**config.mk**
```make
export PLATFORM = sky130hd
export DESIGN_NAME = rsis_top
export DESIGN_NICKNAME = d
export VERILOG_FILES = /design/src/hw/rsis_pkg.sv /design/src/hw/rsis_top.sv
export SDC_FILE = /design/constraint.sdc
export NUM_CORES = 1
export LEC_CHECK = 0
export BUFFER_PORTS_ARGS = -buffer_cell sky130_fd_sc_hd__buf_4
export CAP_MARGIN = 20
export CELL_PAD_IN_SITES_DETAIL_PLACEMENT = 1
export CELL_PAD_IN_SITES_GLOBAL_PLACEMENT = 2
export CORE_ASPECT_RATIO = 1.5
export CORE_MARGIN = 2
export CORE_UTILIZATION = 35
export CTS_CLUSTER_SIZE = 40
export DETAILED_ROUTE_END_ITERATION = 7
export GPL_TIMING_DRIVEN = 1
export PLACE_DENSITY = 0.88
export SLEW_MARGIN = 5
export SYNTH_ARGS = -nofsm -noshare
export SYNTH_HDL_FRONTEND = slang
export SYNTH_SLANG_ARGS = --single-unit
```
**constraint.sdc**
```tcl
create_clock -name clk_sys_in -period 3.9 [get_ports clk_sys_in]
set_input_delay 0.975 -clock clk_sys_in [delete_from_list [all_inputs] [get_ports clk_sys_in]]
set_output_delay 0.975 -clock clk_sys_in [all_outputs]
set_load 0.005 [all_outputs]
```
**src/hw/rsis_pkg.sv**
```systemverilog
package rsis_pkg;
  // -------------------------------------------------------------------
  // Register offsets (printed offsets are not multiples of four, so
  // they are indices and the byte address is four times the index)
  // -------------------------------------------------------------------
  localparam logic [7:0] IDX_ROUTE = 8'h1f;
  localparam logic [7:0] IDX_FLAGS = 8'h20;
  localparam logic [7:0] IDX_MASK = 8'h21;
  localparam logic [7:0] IDX_TRIG_HI = 8'h22;
  localparam logic [7:0] IDX_TRIG_LO = 8'h23;
  localparam logic [7:0] IDX_BUF_CTRL = 8'h24;
  localparam logic [7:0] IDX_RX_STATUS = 8'h25;
  localparam logic [7:0] IDX_RX_ERR = 8'h26;
  localparam logic [7:0] IDX_ERR_MASK = 8'h27;
  localparam logic [7:0] IDX_PIN_CTRL = 8'h30;
  localparam int ADDR_W = 10;

  // -------------------------------------------------------------------
  // Field positions
  // -------------------------------------------------------------------
  localparam int POS_RXERR = 0;
  localparam int POS_OVF = 1;
  localparam int POS_USER = 3;
  localparam int POS_CSTAT = 4;
  localparam int POS_SUBQ = 5;
  localparam int POS_LOCK = 7;
  localparam logic [7:0] SRC_VALID = 8'hbb;
  localparam int POS_RECV_SEL = 0;
  localparam int POS_PASS_SEL = 4;
  localparam int POS_CHSEL = 0;
  localparam int POS_ACCESS = 1;
  localparam int POS_BUFSEL = 2;
  localparam int POS_LOCKMODE = 6;
  localparam logic [7:0] ERR_VALID = 8'h7f;

  // -------------------------------------------------------------------
  // Reset values
  // -------------------------------------------------------------------
  localparam logic [7:0] RST_ROUTE = 8'h00;
  localparam logic [7:0] RST_MASK = 8'h00;
  localparam logic [7:0] RST_TRIG = 8'h00;
  localparam logic [7:0] RST_BUF_CTRL = 8'h40;
  localparam logic [7:0] RST_ERR_MASK = 8'h00;
  localparam logic [1:0] RST_PIN_POL = 2'h0;

  // -------------------------------------------------------------------
  // Codes
  // -------------------------------------------------------------------
  typedef enum logic [1:0] {
    TRIG_RISE = 2'h0,
    TRIG_FALL = 2'h1,
    TRIG_LEVEL = 2'h2,
    TRIG_RSVD = 2'h3
  } rsis_trig_type;

  localparam logic [1:0] POL_HIGH = 2'h0;
  localparam logic [1:0] POL_LOW = 2'h1;
  localparam logic [1:0] POL_OPEN = 2'h2;
  localparam logic [1:0] AXI_OKAY = 2'h0;
  localparam logic [1:0] AXI_SLVERR = 2'h2;
endpackage

```
**src/hw/rsis_top.sv**
```systemverilog
// Summary of operation
// RULE1 - Pass-through selector routes input n to pass-through pin; resets to zero.
// RULE2 - Receive selector routes input n to internal receiver; resets to zero.
// RULE3 - A status flag reads 1 if its event occurred since the last read.
// RULE4 - Reading the status register clears all its flags.
// RULE5 - Flags of disabled sources always read zero.
// RULE6 - Loss of receiver lock sets the lock-loss flag.
// RULE7 - A new changed subcode block sets the subcode flag.
// RULE8 - A channel-status buffer change sets the status transfer flag.
// RULE9 - A user-data buffer change sets the user transfer flag.
// RULE10 - A converter over-range anywhere sets the overflow flag.
// RULE11 - A receiver error sets the error flag; the cause sits in an error register.
// RULE12 - Mask bit 1 lets a source reach pin and status; 0 blocks; reset zero.
// RULE13 - Mask bits sit at the same positions as their status flags.
// RULE14 - Each source has a 2-bit trigger code from the high and low registers.
// RULE15 - Code 00 rising, 01 falling, 10 level; 11 reserved.
// RULE16 - Pin active level depends only on the pin polarity setting.
// RULE17 - Lock-mode bit: 1 (reset) newer mode, 0 compatibility mode.
// RULE18 - Buffer-select bit: 0 (reset) channel status, 1 user data.
// RULE19 - Access-mode bit: 0 (reset) one-byte, 1 two-byte mode.
// RULE20 - Channel-select bit picks channel A or B for status register.
// RULE21 - Read-only 4-bit auxiliary width field reports received aux width.
// RULE22 - Read-only format bit reports block format of selected channel.
// RULE23 - Pin polarity: 00 high, 01 low, 10 open-drain low; 11 reserved.
// RULE24 - Each error type reaches error register and flag only when unmasked.
// RULE25 - An event in the same cycle as the read-clear keeps its flag set.
//
// The implementer's own choice: the AXI4-Lite register port.
module rsis_top #(
  parameter int NUM_INPUTS = 8
) (
  // Clock and reset
  input wire logic clk_sys_in,
  input wire logic rst_n_in,
  // AXI4-Lite write address
  input wire logic [rsis_pkg::ADDR_W-1:0] s_axi_awaddr_in,
  input wire logic s_axi_awvalid_in,
  output logic s_axi_awready_out,
  // AXI4-Lite write data
  input wire logic [31:0] s_axi_wdata_in,
  input wire logic [3:0] s_axi_wstrb_in,
  input wire logic s_axi_wvalid_in,
  output logic s_axi_wready_out,
  // AXI4-Lite write response
  output logic [1:0] s_axi_bresp_out,
  output logic s_axi_bvalid_out,
  input wire logic s_axi_bready_in,
  // AXI4-Lite read address
  input wire logic [rsis_pkg::ADDR_W-1:0] s_axi_araddr_in,
  input wire logic s_axi_arvalid_in,
  output logic s_axi_arready_out,
  // AXI4-Lite read data
  output logic [31:0] s_axi_rdata_out,
  output logic [1:0] s_axi_rresp_out,
  output logic s_axi_rvalid_out,
  input wire logic s_axi_rready_in,
  // Audio inputs and routing
  input wire logic [NUM_INPUTS-1:0] receiver_input_in,
  output logic passthru_out,
  output logic receiver_feed_out,
  // Event sources from the receiver and converter
  input wire logic lock_lost_in,
  input wire logic subcode_new_in,
  input wire logic status_buf_changed_in,
  input wire logic user_buf_changed_in,
  input wire logic overrange_in,
  input wire logic [6:0] rx_error_cause_in,
  // Received channel status, channel A and B
  input wire logic [3:0] aux_width_a_in,
  input wire logic [3:0] aux_width_b_in,
  input wire logic [2:0] cstat_bits_a_in,
  input wire logic [2:0] cstat_bits_b_in,
  // Configuration to the receiver
  output logic lock_mode_out,
  output logic buffer_select_out,
  output logic buffer_access_mode_out,
  output logic channel_select_out,
  // Interrupt pin
  output logic irq_pin_o_out,
  output logic irq_pin_oe_n_out
);
  import rsis_pkg::*;

  // -------------------------------------------------------------------
  // State
  // -------------------------------------------------------------------
  typedef struct packed {
    logic aw_got;
    logic [ADDR_W-1:0] aw_addr;
    logic w_got;
    logic [31:0] w_data;
    logic [3:0] w_strb;
    logic bvalid;
    logic [1:0] bresp;
    logic rvalid;
    logic [31:0] rdata;
    logic [1:0] rresp;
    logic [7:0] route;
    logic [7:0] flags;
    logic [7:0] mask;
    logic [7:0] trig_hi;
    logic [7:0] trig_lo;
    logic [7:0] buf_ctrl;
    logic [7:0] err_reg;
    logic [7:0] err_mask;
    logic [1:0] pin_pol;
    logic [7:0] cond_prev;
    logic [7:0] pend;
    logic pass;
    logic feed;
    logic irq_o;
    logic irq_oe_n;
  } rsis_state_type;

  rsis_state_type state_ff;
  rsis_state_type nxt_state;

  // Register index from a byte address; misaligned gives no match
  function automatic logic [7:0] reg_index(
    input logic [ADDR_W-1:0] addr
  );
    reg_index = (addr[1:0] == 2'h0) ? addr[ADDR_W-1:2] : 8'hff;
  endfunction

  // Trigger code per source
  function automatic rsis_trig_type trig_code(
    input logic [7:0] hi,
    input logic [7:0] lo,
    input int pos
  );
    trig_code = rsis_trig_type'({hi[pos], lo[pos]}); // RULE14
  endfunction

  // -------------------------------------------------------------------
  // Combinational helpers
  // -------------------------------------------------------------------
  logic [7:0] cond_now;
  logic [7:0] err_now;
  logic [7:0] event_hit;
  logic [7:0] rx_status_view;
  logic do_write;
  logic do_read;
  logic [7:0] wr_idx;
  logic [7:0] rd_idx;
  logic [7:0] wr_byte;
  logic irq_active;

  always_comb begin
    err_now = {1'b0, rx_error_cause_in} & state_ff.err_mask; // RULE24
    cond_now = 8'h00;
    cond_now[POS_LOCK] = lock_lost_in; // RULE6
    cond_now[POS_SUBQ] = subcode_new_in; // RULE7
    cond_now[POS_CSTAT] = status_buf_changed_in; // RULE8
    cond_now[POS_USER] = user_buf_changed_in; // RULE9
    cond_now[POS_OVF] = overrange_in; // RULE10
    cond_now[POS_RXERR] = |err_now; // RULE11
    for (int i = 0; i < 8; i++) begin
      unique case (trig_code(state_ff.trig_hi, state_ff.trig_lo, i))
        TRIG_RISE: event_hit[i] = cond_now[i] & ~state_ff.cond_prev[i];
        TRIG_FALL: event_hit[i] = ~cond_now[i] & state_ff.cond_prev[i];
        TRIG_LEVEL: event_hit[i] = cond_now[i];
        TRIG_RSVD: event_hit[i] = 1'b0;
      endcase // RULE15
    end
    event_hit = event_hit & state_ff.mask & SRC_VALID; // RULE12 RULE13
    if (state_ff.buf_ctrl[POS_CHSEL]) begin // RULE20
      rx_status_view = {aux_width_b_in, 1'b0, cstat_bits_b_in};
    end else begin
      rx_status_view = {aux_width_a_in, 1'b0, cstat_bits_a_in};
    end
    rx_status_view[3] = state_ff.buf_ctrl[POS_CHSEL] ?
      cstat_bits_b_in[2] : cstat_bits_a_in[2]; // RULE21 RULE22
    rx_status_view[2:0] = state_ff.buf_ctrl[POS_CHSEL] ?
      cstat_bits_b_in : cstat_bits_a_in;
    rx_status_view[7:4] = state_ff.buf_ctrl[POS_CHSEL] ?
      aux_width_b_in : aux_width_a_in;
  end

  // -------------------------------------------------------------------
  // Next state
  // -------------------------------------------------------------------
  always_comb begin
    nxt_state = state_ff;
    do_write = state_ff.aw_got && state_ff.w_got && !state_ff.bvalid;
    do_read = s_axi_arvalid_in && !state_ff.rvalid;
    wr_idx = reg_index(state_ff.aw_addr);
    rd_idx = reg_index(s_axi_araddr_in);
    wr_byte = state_ff.w_data[7:0];
    // Address and data captured in either order
    if (s_axi_awvalid_in && !state_ff.aw_got) begin
      nxt_state.aw_got = 1'b1;
      nxt_state.aw_addr = s_axi_awaddr_in;
    end
    if (s_axi_wvalid_in && !state_ff.w_got) begin
      nxt_state.w_got = 1'b1;
      nxt_state.w_data = s_axi_wdata_in;
      nxt_state.w_strb = s_axi_wstrb_in;
    end
    if (state_ff.bvalid && s_axi_bready_in) begin
      nxt_state.bvalid = 1'b0;
    end
    if (state_ff.rvalid && s_axi_rready_in) begin
      nxt_state.rvalid = 1'b0;
    end
    // Flags accumulate; masked sources never set them
    nxt_state.flags = state_ff.flags & state_ff.mask; // RULE5
    if (do_write) begin
      nxt_state.aw_got = 1'b0;
      nxt_state.w_got = 1'b0;
      nxt_state.bvalid = 1'b1;
      nxt_state.bresp = AXI_OKAY;
      if (state_ff.w_strb[0]) begin
        unique case (wr_idx)
          IDX_ROUTE: nxt_state.route = wr_byte & 8'h77;
          IDX_MASK: nxt_state.mask = wr_byte & SRC_VALID;
          IDX_TRIG_HI: nxt_state.trig_hi = wr_byte & SRC_VALID;
          IDX_TRIG_LO: nxt_state.trig_lo = wr_byte & SRC_VALID;
          IDX_BUF_CTRL: nxt_state.buf_ctrl = wr_byte & 8'h47;
          IDX_ERR_MASK: nxt_state.err_mask = wr_byte & ERR_VALID;
          IDX_PIN_CTRL: nxt_state.pin_pol = wr_byte[1:0];
          IDX_FLAGS, IDX_RX_STATUS, IDX_RX_ERR: ;
          default: nxt_state.bresp = AXI_SLVERR;
        endcase
      end else begin
        unique case (wr_idx)
          IDX_ROUTE, IDX_FLAGS, IDX_MASK, IDX_TRIG_HI, IDX_TRIG_LO,
          IDX_BUF_CTRL, IDX_RX_STATUS, IDX_RX_ERR, IDX_ERR_MASK,
          IDX_PIN_CTRL: ;
          default: nxt_state.bresp = AXI_SLVERR;
        endcase
      end
    end
    if (do_read) begin
      nxt_state.rvalid = 1'b1;
      nxt_state.rresp = AXI_OKAY;
      nxt_state.rdata = 32'h0000_0000;
      unique case (rd_idx)
        IDX_ROUTE: nxt_state.rdata[7:0] = state_ff.route;
        IDX_FLAGS: begin
          nxt_state.rdata[7:0] = state_ff.flags & state_ff.mask; // RULE3
          nxt_state.flags = 8'h00; // RULE4
        end
        IDX_MASK: nxt_state.rdata[7:0] = state_ff.mask;
        IDX_TRIG_HI: nxt_state.rdata[7:0] = state_ff.trig_hi;
        IDX_TRIG_LO: nxt_state.rdata[7:0] = state_ff.trig_lo;
        IDX_BUF_CTRL: nxt_state.rdata[7:0] = state_ff.buf_ctrl;
        IDX_RX_STATUS: nxt_state.rdata[7:0] = rx_status_view;
        IDX_RX_ERR: nxt_state.rdata[7:0] = state_ff.err_reg;
        IDX_ERR_MASK: nxt_state.rdata[7:0] = state_ff.err_mask;
        IDX_PIN_CTRL: nxt_state.rdata[1:0] = state_ff.pin_pol;
        default: nxt_state.rresp = AXI_SLVERR;
      endcase
    end
    // Set after the read-clear so a same-cycle event survives
    nxt_state.flags = nxt_state.flags | event_hit; // RULE25 RULE3
    nxt_state.err_reg = err_now; // RULE24
    nxt_state.cond_prev = cond_now;
    // Pending drives the pin until the status register is read
    nxt_state.pend = (do_read && rd_idx == IDX_FLAGS) ?
      event_hit : (state_ff.pend & state_ff.mask) | event_hit; // RULE12
    irq_active = |nxt_state.pend;
    nxt_state.pass =
      receiver_input_in[state_ff.route[POS_PASS_SEL +: 3]]; // RULE1
    nxt_state.feed =
      receiver_input_in[state_ff.route[POS_RECV_SEL +: 3]]; // RULE2
    unique case (state_ff.pin_pol) // RULE16 RULE23
      POL_HIGH: begin
        nxt_state.irq_o = irq_active;
        nxt_state.irq_oe_n = 1'b0;
      end
      POL_LOW: begin
        nxt_state.irq_o = ~irq_active;
        nxt_state.irq_oe_n = 1'b0;
      end
      POL_OPEN: begin
        nxt_state.irq_o = 1'b0;
        nxt_state.irq_oe_n = ~irq_active;
      end
      default: begin
        nxt_state.irq_o = 1'b0;
        nxt_state.irq_oe_n = 1'b1;
      end
    endcase
  end

  // -------------------------------------------------------------------
  // Registers
  // -------------------------------------------------------------------
  always_ff @(posedge clk_sys_in or negedge rst_n_in) begin
    if (!rst_n_in) begin
      state_ff <= '0;
      state_ff.route <= RST_ROUTE; // RULE1 RULE2
      state_ff.mask <= RST_MASK; // RULE12
      state_ff.trig_hi <= RST_TRIG;
      state_ff.trig_lo <= RST_TRIG;
      state_ff.buf_ctrl <= RST_BUF_CTRL; // RULE17 RULE18 RULE19
      state_ff.err_mask <= RST_ERR_MASK;
      state_ff.pin_pol <= RST_PIN_POL;
    end else begin
      state_ff <= nxt_state;
    end
  end

  // -------------------------------------------------------------------
  // Outputs
  // -------------------------------------------------------------------
  assign s_axi_awready_out = !state_ff.aw_got;
  assign s_axi_wready_out = !state_ff.w_got;
  assign s_axi_bvalid_out = state_ff.bvalid;
  assign s_axi_bresp_out = state_ff.bresp;
  assign s_axi_arready_out = !state_ff.rvalid;
  assign s_axi_rvalid_out = state_ff.rvalid;
  assign s_axi_rdata_out = state_ff.rdata;
  assign s_axi_rresp_out = state_ff.rresp;
  assign passthru_out = state_ff.pass;
  assign receiver_feed_out = state_ff.feed;
  assign lock_mode_out = state_ff.buf_ctrl[POS_LOCKMODE]; // RULE17
  assign buffer_select_out = state_ff.buf_ctrl[POS_BUFSEL]; // RULE18
  assign buffer_access_mode_out = state_ff.buf_ctrl[POS_ACCESS]; // RULE19
  assign channel_select_out = state_ff.buf_ctrl[POS_CHSEL]; // RULE20
  assign irq_pin_o_out = state_ff.irq_o;
  assign irq_pin_oe_n_out = state_ff.irq_oe_n;
endmodule

```
==> summary.md, run 1 <==
| Metric | Value |
|---|---|
| Clock root buffer | clkbuf_16 |
| Postcts setup bufs | 0 |
| DRC errors left | 0 |
| Total Routing Usage GR | 0.191 |
| Top cell type's share of synthesized area | 0.495 |
| Crit path buffers/inverters | 1 |
| # fillers | 1558 |
| Average cell area after synthesis | 11.2 um^2 |
| Port bufs | 92 |
| Cell with the most instances after synthesis | dfrtp_1 |
| Setup Skew | 11.7 ps |
| Routing usage on met1 | 0.210 |
| H-tree levels | 3 |
| CP endpoint kind | flip-flop |
| CTS Buf Count | 9 |
| Clock power share | 0.318 |
| Synth Register Bits | about 100 |
| Outcome | complete, no violations |
| RSZ-0062 raised after global routing | no |
| Slew Limit Fails | 0 |
| Register share of total power | 0.501 |
| Area of the multi-input gates | 0.00220 mm^2 |
| Min-delay src | s_axi_rdata_out[7] |
| Asr flop ratio synth | 1.00 |
| Seq/Total Area, Yosys | 0.500 |
| Setup-failing EPs final | 0 |
| Reg-to-reg slack, setup | 1000 ps |
| DR pass1 iterations | 4 |
| Most common library cells after synthesis | dfrtp_1 (98), mux2_2 (61), nand2_1 (43) |
| Initial core utilization | 0.356 |
| Worst slew pin tran | 1040 ps |
| DR vias | between 3000 and 4000 |
| Clk slew on worst S/H paths | about 70 ps |
| Storage element area | 0.00248 mm^2 |
| Gr ovfl total | 0 |
| Top cell family by delay on the critical path | simple AND/OR/NAND/NOR gates |
| Vias in the first global route | 4056 |
| Hold Path Depth | 2 |
| Final WS setup | approximately 530 ps |
| Lkg Pwr | about 2.8 nW |
| TNS Setup | 0 ps |
| # rows | 53 |
| Met3 Track Usage GR | 0.0355 |
| Gate power share | 0.181 |
| CP required | 4130 ps |
| Max IR drop VDD | ~0.23 mV |
| Relative slew margins | 0.304 |
| Worst-Skew Late Latency | 350 ps |
| Crit-path cells | buf_4, or4b_1, nor4_4, o22ai_1, or3_1, nor4_2, mux2_1 |
| Critical path launch point type | primary input |
| Largest net degree at the start of global routing | 71 |
| Number of enable flip-flop cells after synthesis | 0 |
| Routed len/inst | 19.9 um |
| Via density | 5.40 |
| PD cells | 459 mW/mm^2 |
| Ant. Diodes | 0 |
| Post-DRT Antenna Nets | 0 |
| TritonCTS clock tree | yes |
| Net Sw Frac | 0.303 |
| Overall die area | about 0.015 mm^2 |
| GPL Wtd Cong | 0.829 |
| Crit path DAT | 3600 ps |
| Crit Path Class | primary input to flip-flop |
| Synth-to-layout area growth | 20.8% |
| Die Y | 150 um |
| GRT busiest layer | met2 |
| Die W | 101 um |
| Initial antenna violation count | 0 |
| Fin crit period | 3370 ps |
| Hold Crit Endpoint | s_axi_rdata_out[7] |
| Syn Inst Count | ~440 |
| Hold Buf Count CTS | 0 |
| Num ports | 146 |
| Final Cycle Share | 0.864 |
| Reg2reg start | s_axi_rvalid_out |
| Nets | 627 |
| Synth area leader | dfrtp_1 |
| Final WL | 13900 um |
| Net Sw Power | 0.000833 W |
| DPL Wire Length | 10900 um |
| PostCTS Resize Cnt | 0 |
| Max Clock Freq | 297 MHz |
| Design Area, Final | 0.00598 mm^2 |
| First-pass GRT wire length | 21700 um |
| Top_reg_cell synth | dfrtp_1 |
| Crit path max-delay cell type | or4b_1 |
| DRT iter0 DRCs | approximately 160 |
| HP Class | flip-flop to flip-flop |
| Worst Path Max Fanout | 6 |
| Critical R2R Capture | irq_pin_o_out |
| Share of layout cells above drive strength 1 | 0.357 |
| Placed cell area | 0.00569 mm^2 |
| Internal power | 0.00191 W |
| Synthesized area | 0.00496 mm^2 |
| Peak per-stage delay on the critical path | 700 ps |
| FF-to-FF path depth | 6 |
| Yosys cell types | 57 |
| Max capacitance violation total | 0 |
| Core area | 0.0139 mm^2 |
| Synth area leaders | dfrtp_1 (49%), mux2_2 (14%), buf_4 (5.5%), nand2_1 (3.3%), mux4_2 (2.3%) |
| Max clock buf depth | 2 |
| CTS sink cnt | 99 |
| Final Hold Fails | 0 |
| Yosys warning count | 0 |
| GR Layer Usage met2 | 0.347 |
| Dpl ws | 220 ps |
==> worst max-delay path by stage <==
stage                  startpoint            end  slack, ps  cells after the start
6_report       s_axi_araddr_in[6]  irq_pin_o_out        530                      7
3_5_place_dp   s_axi_araddr_in[6]  irq_pin_o_out        220                      7
5_1_grt        s_axi_araddr_in[6]  irq_pin_o_out        460                      7
2_1_floorplan  s_axi_araddr_in[6]  irq_pin_o_out        800                      7
4_1_cts        s_axi_araddr_in[6]  irq_pin_o_out        590                      7
3_3_place_gp   s_axi_araddr_in[6]  irq_pin_o_out        240                      7
==> cells in the final DEF, fill, tap and decap left out, types with 3 or more instances in the layout <==
cell type    n
buf_4      100
a22o_1       4
nand3_1      5
nor2_1      18
and3_1       3
o21ai_0     11
a2111oi_0    3
nor3b_1      4
mux2_2      61
inv_1       15
a22oi_1      6
nor4bb_1     3
clkbuf_16    9
a32o_1       3
o21ai_1      5
mux2i_1      6
nand2b_1     7
nor2b_1      9
conb_1      26
or2_2        3
mux4_2       5
dfrtp_1     98
nand2_1     43
nor4_1       3
and2_1       5
inv_8        3
nor3_1       3
o22ai_1     12
or3_1        3
a21oi_1     16
nand4_1      4
==> cells by family after synthesis <==
| logic type | count (synthesis) | synth area share |
|---|---|---|
| AND/OR/NAND/NOR | 127 | 0.142 |
| other | 1 | 0.000757 |
| multiplexers | 73 | 0.176 |
| flip-flops | 99 | 0.500 |
| AO/OA/AOI/OAI | 78 | 0.106 |
| buffers and inverters | 63 | 0.0755 |
==> sequential cells by signal, indices dropped and copies added, names as in the netlist <==
signal,cells
irq_pin_o_out,1
passthru_out,1
s_axi_bvalid_out,1
state_ff,79
channel_select_out,1
buffer_select_out,1
s_axi_rvalid_out,1
s_axi_rdata_out,8
s_axi_rresp_out,1
receiver_feed_out,1
lock_mode_out,1
buffer_access_mode_out,1
irq_pin_oe_n_out,1
s_axi_bresp_out,1
==> power by group through the flow <==
stage,registers (W),clock network [W],logic (W)
2_1_floorplan,0.00132,0,0.000337
3_3_place_gp,0.00138,0,0.000481
3_5_place_dp,0.00140,0,0.000506
4_1_cts,0.00138,0.000895,0.000508
5_1_grt,0.00141,0.000944,0.000554
6_report,0.00138,0.000874,0.000497
==> through the flow <==
step	hold slack (ps)	cells	total power, W	utilization
floorplan	451	466	0.00166	-
global placement	477	684	0.00187	0.409
detailed placement	484	684	0.00190	0.409
CTS	500	700	0.00278	0.430
global route	520	700	0.00290	0.430
finish	490	700	0.00275	0.430
==> metal layers <==
| metal | routed length [um] | vias to the layer above |
|---|---|---|
| met1 | 5240 | 1921 |
| met4 | 519 | 0 |
| met5 | 0 | - |
| met2 | 7600 | 114 |
| met3 | 547 | 28 |
| li1 | - | 1720 |
==> worst reg2reg max path, cell delays in order, from the launching register on <==
cell and delay, ps:
dfrtp_1 400, or4b_2 710, nor4_4 400, o22ai_1 170, or3_1 450, nor4_2 300
mux2_1 370
==> area by class of cell <==
type,instances,area share
well taps,165,0.0345
flip-flops and latches,99,0.414
clock buffers,9,0.0376
inverters,16,0.0100
clock inverters,7,0.0111
multi-input cells,304,0.367
repair buffers,100,0.125
(Power assumes the default switching activity.)
==> inputs of run 2 (changes only) <==
==> constraint.sdc (replaced) <==
create_clock -name clk_sys_in -period 3.9 [get_ports clk_sys_in]
set_input_delay 0.78 -clock clk_sys_in [delete_from_list [all_inputs] [get_ports clk_sys_in]]
set_output_delay 0.78 -clock clk_sys_in [all_outputs]
set_load 0.005 [all_outputs]
==> run 2 against run 1 <==
Cell count is 0.14% lower. Via count is 1.5% lower. Count of clock-buffer cells in the layout is 1 higher. Largest cell class unchanged. Critical path type unchanged. Largest power group unchanged.
==> summary.md, run 2 (synthesis gave the netlist of run 1 again) <==
| Metric | Value |
|---|---|
| Outcome | complete, no violations |
| TritonCTS clock tree | yes |
| DR vias | between 3000 and 4000 |
| Worst Path Max Fanout | 6 |
| Largest net degree at the start of global routing | 51 |
| Initial antenna violation count | 0 |
| CP endpoint kind | flip-flop |
| PD cells | 476 mW/mm^2 |
| Crit Path Class | primary input to flip-flop |
| Max clock buf depth | 2 |
| RSZ-0062 raised after global routing | no |
| Fin crit period | 3180 ps |
| Clock root buffer | clkbuf_16 |
| Hold WS | 460 ps |
| First-pass GRT wire length | 21700 um |
| Commonest non-fill, non-tap cell in the layout | buf_4 |
| Slew Limit Fails | 0 |
| Final core utilization | 0.432 |
| Port bufs | 92 |
| Num ports | 146 |
| CTS sink cnt | 99 |
| DRC errors left | 0 |
| Ant. Diodes | 0 |
| H-tree levels | 3 |
| Setup Skew | 8.31 ps |
| Max reg flops | 79 |
| Pwr Total | 0.00287 W |
| Via density | roughly 5.3 |
| Gr ovfl total | 0 |
| TNS Setup | 0 ps |
| Lkg Pwr | between 2 and 3 nW |
| CP Launch Point | s_axi_araddr_in[6] |
| Crit path DAT | 3410 ps |
| Max capacitance violation total | 0 |
| DR pass1 iterations | 4 |
| GPL Wtd Cong | 0.872 |
| Reg2reg start | s_axi_rvalid_out |
| Postcts setup bufs | 0 |
| Synth-to-layout area growth | 21.5% |
| Max Clock Freq | approximately 310 MHz |
| Reg-to-reg slack, setup | slightly below 1000 ps |
| Most frequent cells in the layout | buf_4 (99), dfrtp_1 (98), mux2_2 (61) |
| Reg with most FFs | state_ff |
| Routed len/inst | between 20 and 25 um |
| Hold Buf Count CTS | 0 |
| PostCTS Resize Cnt | 0 |
| Core area | 0.0139 mm^2 |
| Worst slew pin tran | 1030 ps |
| Setup-failing EPs final | 0 |
| Initial core utilization | 0.356 |
| Final Hold Fails | 0 |
| # rows | 53 |
| Worst-Skew Late Latency | 350 ps |
| Overall die area | 0.0151 mm^2 |
| Share of layout cells above drive strength 1 | 0.356 |
| DPL Wire Length | approximately 11000 um |
| Final WL | roughly 14000 um |
| Vias in the first global route | 4046 |
| Max IR drop VDD | around 0.27 mV |
| Die W | 101 um |
| Die Y | 150 um |
| Final Cycle Share | 0.815 |
| # fillers | 1549 |
| CTS Buf Count | 9 |
| Nets | roughly 630 |
| Relative slew margins | 0.306 |
| Clk slew on worst S/H paths | 70 ps |
| DRT iter0 DRCs | 163 |
| Post-DRT Antenna Nets | 0 |
| Critical path launch point type | primary input |
| CP required | 4130 ps |
| HP Class | primary input to asynchronous set/reset pin |
| Total Routing Usage GR | 0.191 |
-- run 2: stage by stage --
step / cell area (um^2) / cells / setup WS, ps
6_report: 6020 / 699 / 721
5_1_grt: 6020 / 699 / 607
4_1_cts: 6020 / 699 / 740
3_5_place_dp: 5690 / 683 / 404
3_3_place_gp: 5690 / 683 / 429
2_1_floorplan: 5050 / 466 / 1000
-- run 2: worst max-delay path: stages --
cell and delay [ps]:
buf_4 130, or4b_1 700, nor4_4 470, o22ai_1 170, or3_1 420, nor4_2 370, mux2_1 370
-- run 2: layout make-up --
type / instances / area [um^2] / share of cell area
multi-input cells: 304 / 2200 / 0.365
inverters: 16 / 60.1 / 0.00998
flip-flops and latches: 99 / 2480 / 0.412
well taps: 165 / 206 / 0.0343
clock buffers: 10 / 239 / 0.0397
repair buffers: 99 / 743 / 0.123
clock inverters: 6 / 95.1 / 0.0158
-- run 2: routing by layer --
| layer | wire [um] | track usage | vias to the layer above | share of wire |
|---|---|---|---|---|
| met3 | 606 | 0.0290 | 23 | 0.043 |
| met4 | 503 | 0.0980 | 0 | 0.036 |
| met1 | 5200 | 0.212 | 1875 | 0.37 |
| met2 | 7720 | 0.346 | 110 | 0.55 |
| met5 | 0 | 0 | - | 0 |
| li1 | - | - | 1718 | - |
-- run 2: final timing paths --
| kind | cells past startpoint | to |
|---|---|---|
| setup / recovery | 7 | irq_pin_o_out |
| hold / removal | 1 | state_ff[135] |
| setup reg to reg | 6 | irq_pin_o_out |
| hold reg to reg | 2 | s_axi_rdata_out[5] |
| max in group asynchronous | 2 | lock_mode_out |
| min in group clk_sys_in | 2 | s_axi_rdata_out[5] |
-- run 2: power breakdown --
part	internal, W	leakage (nW)	total, W	switching, W
Combinational	0.000272	1.34	0.000494	0.000222
Clock	0.000588	0.164	0.000996	0.000408
Sequential	0.00119	1.30	0.00138	0.000187
Total	0.00205	2.81	0.00287	0.000817
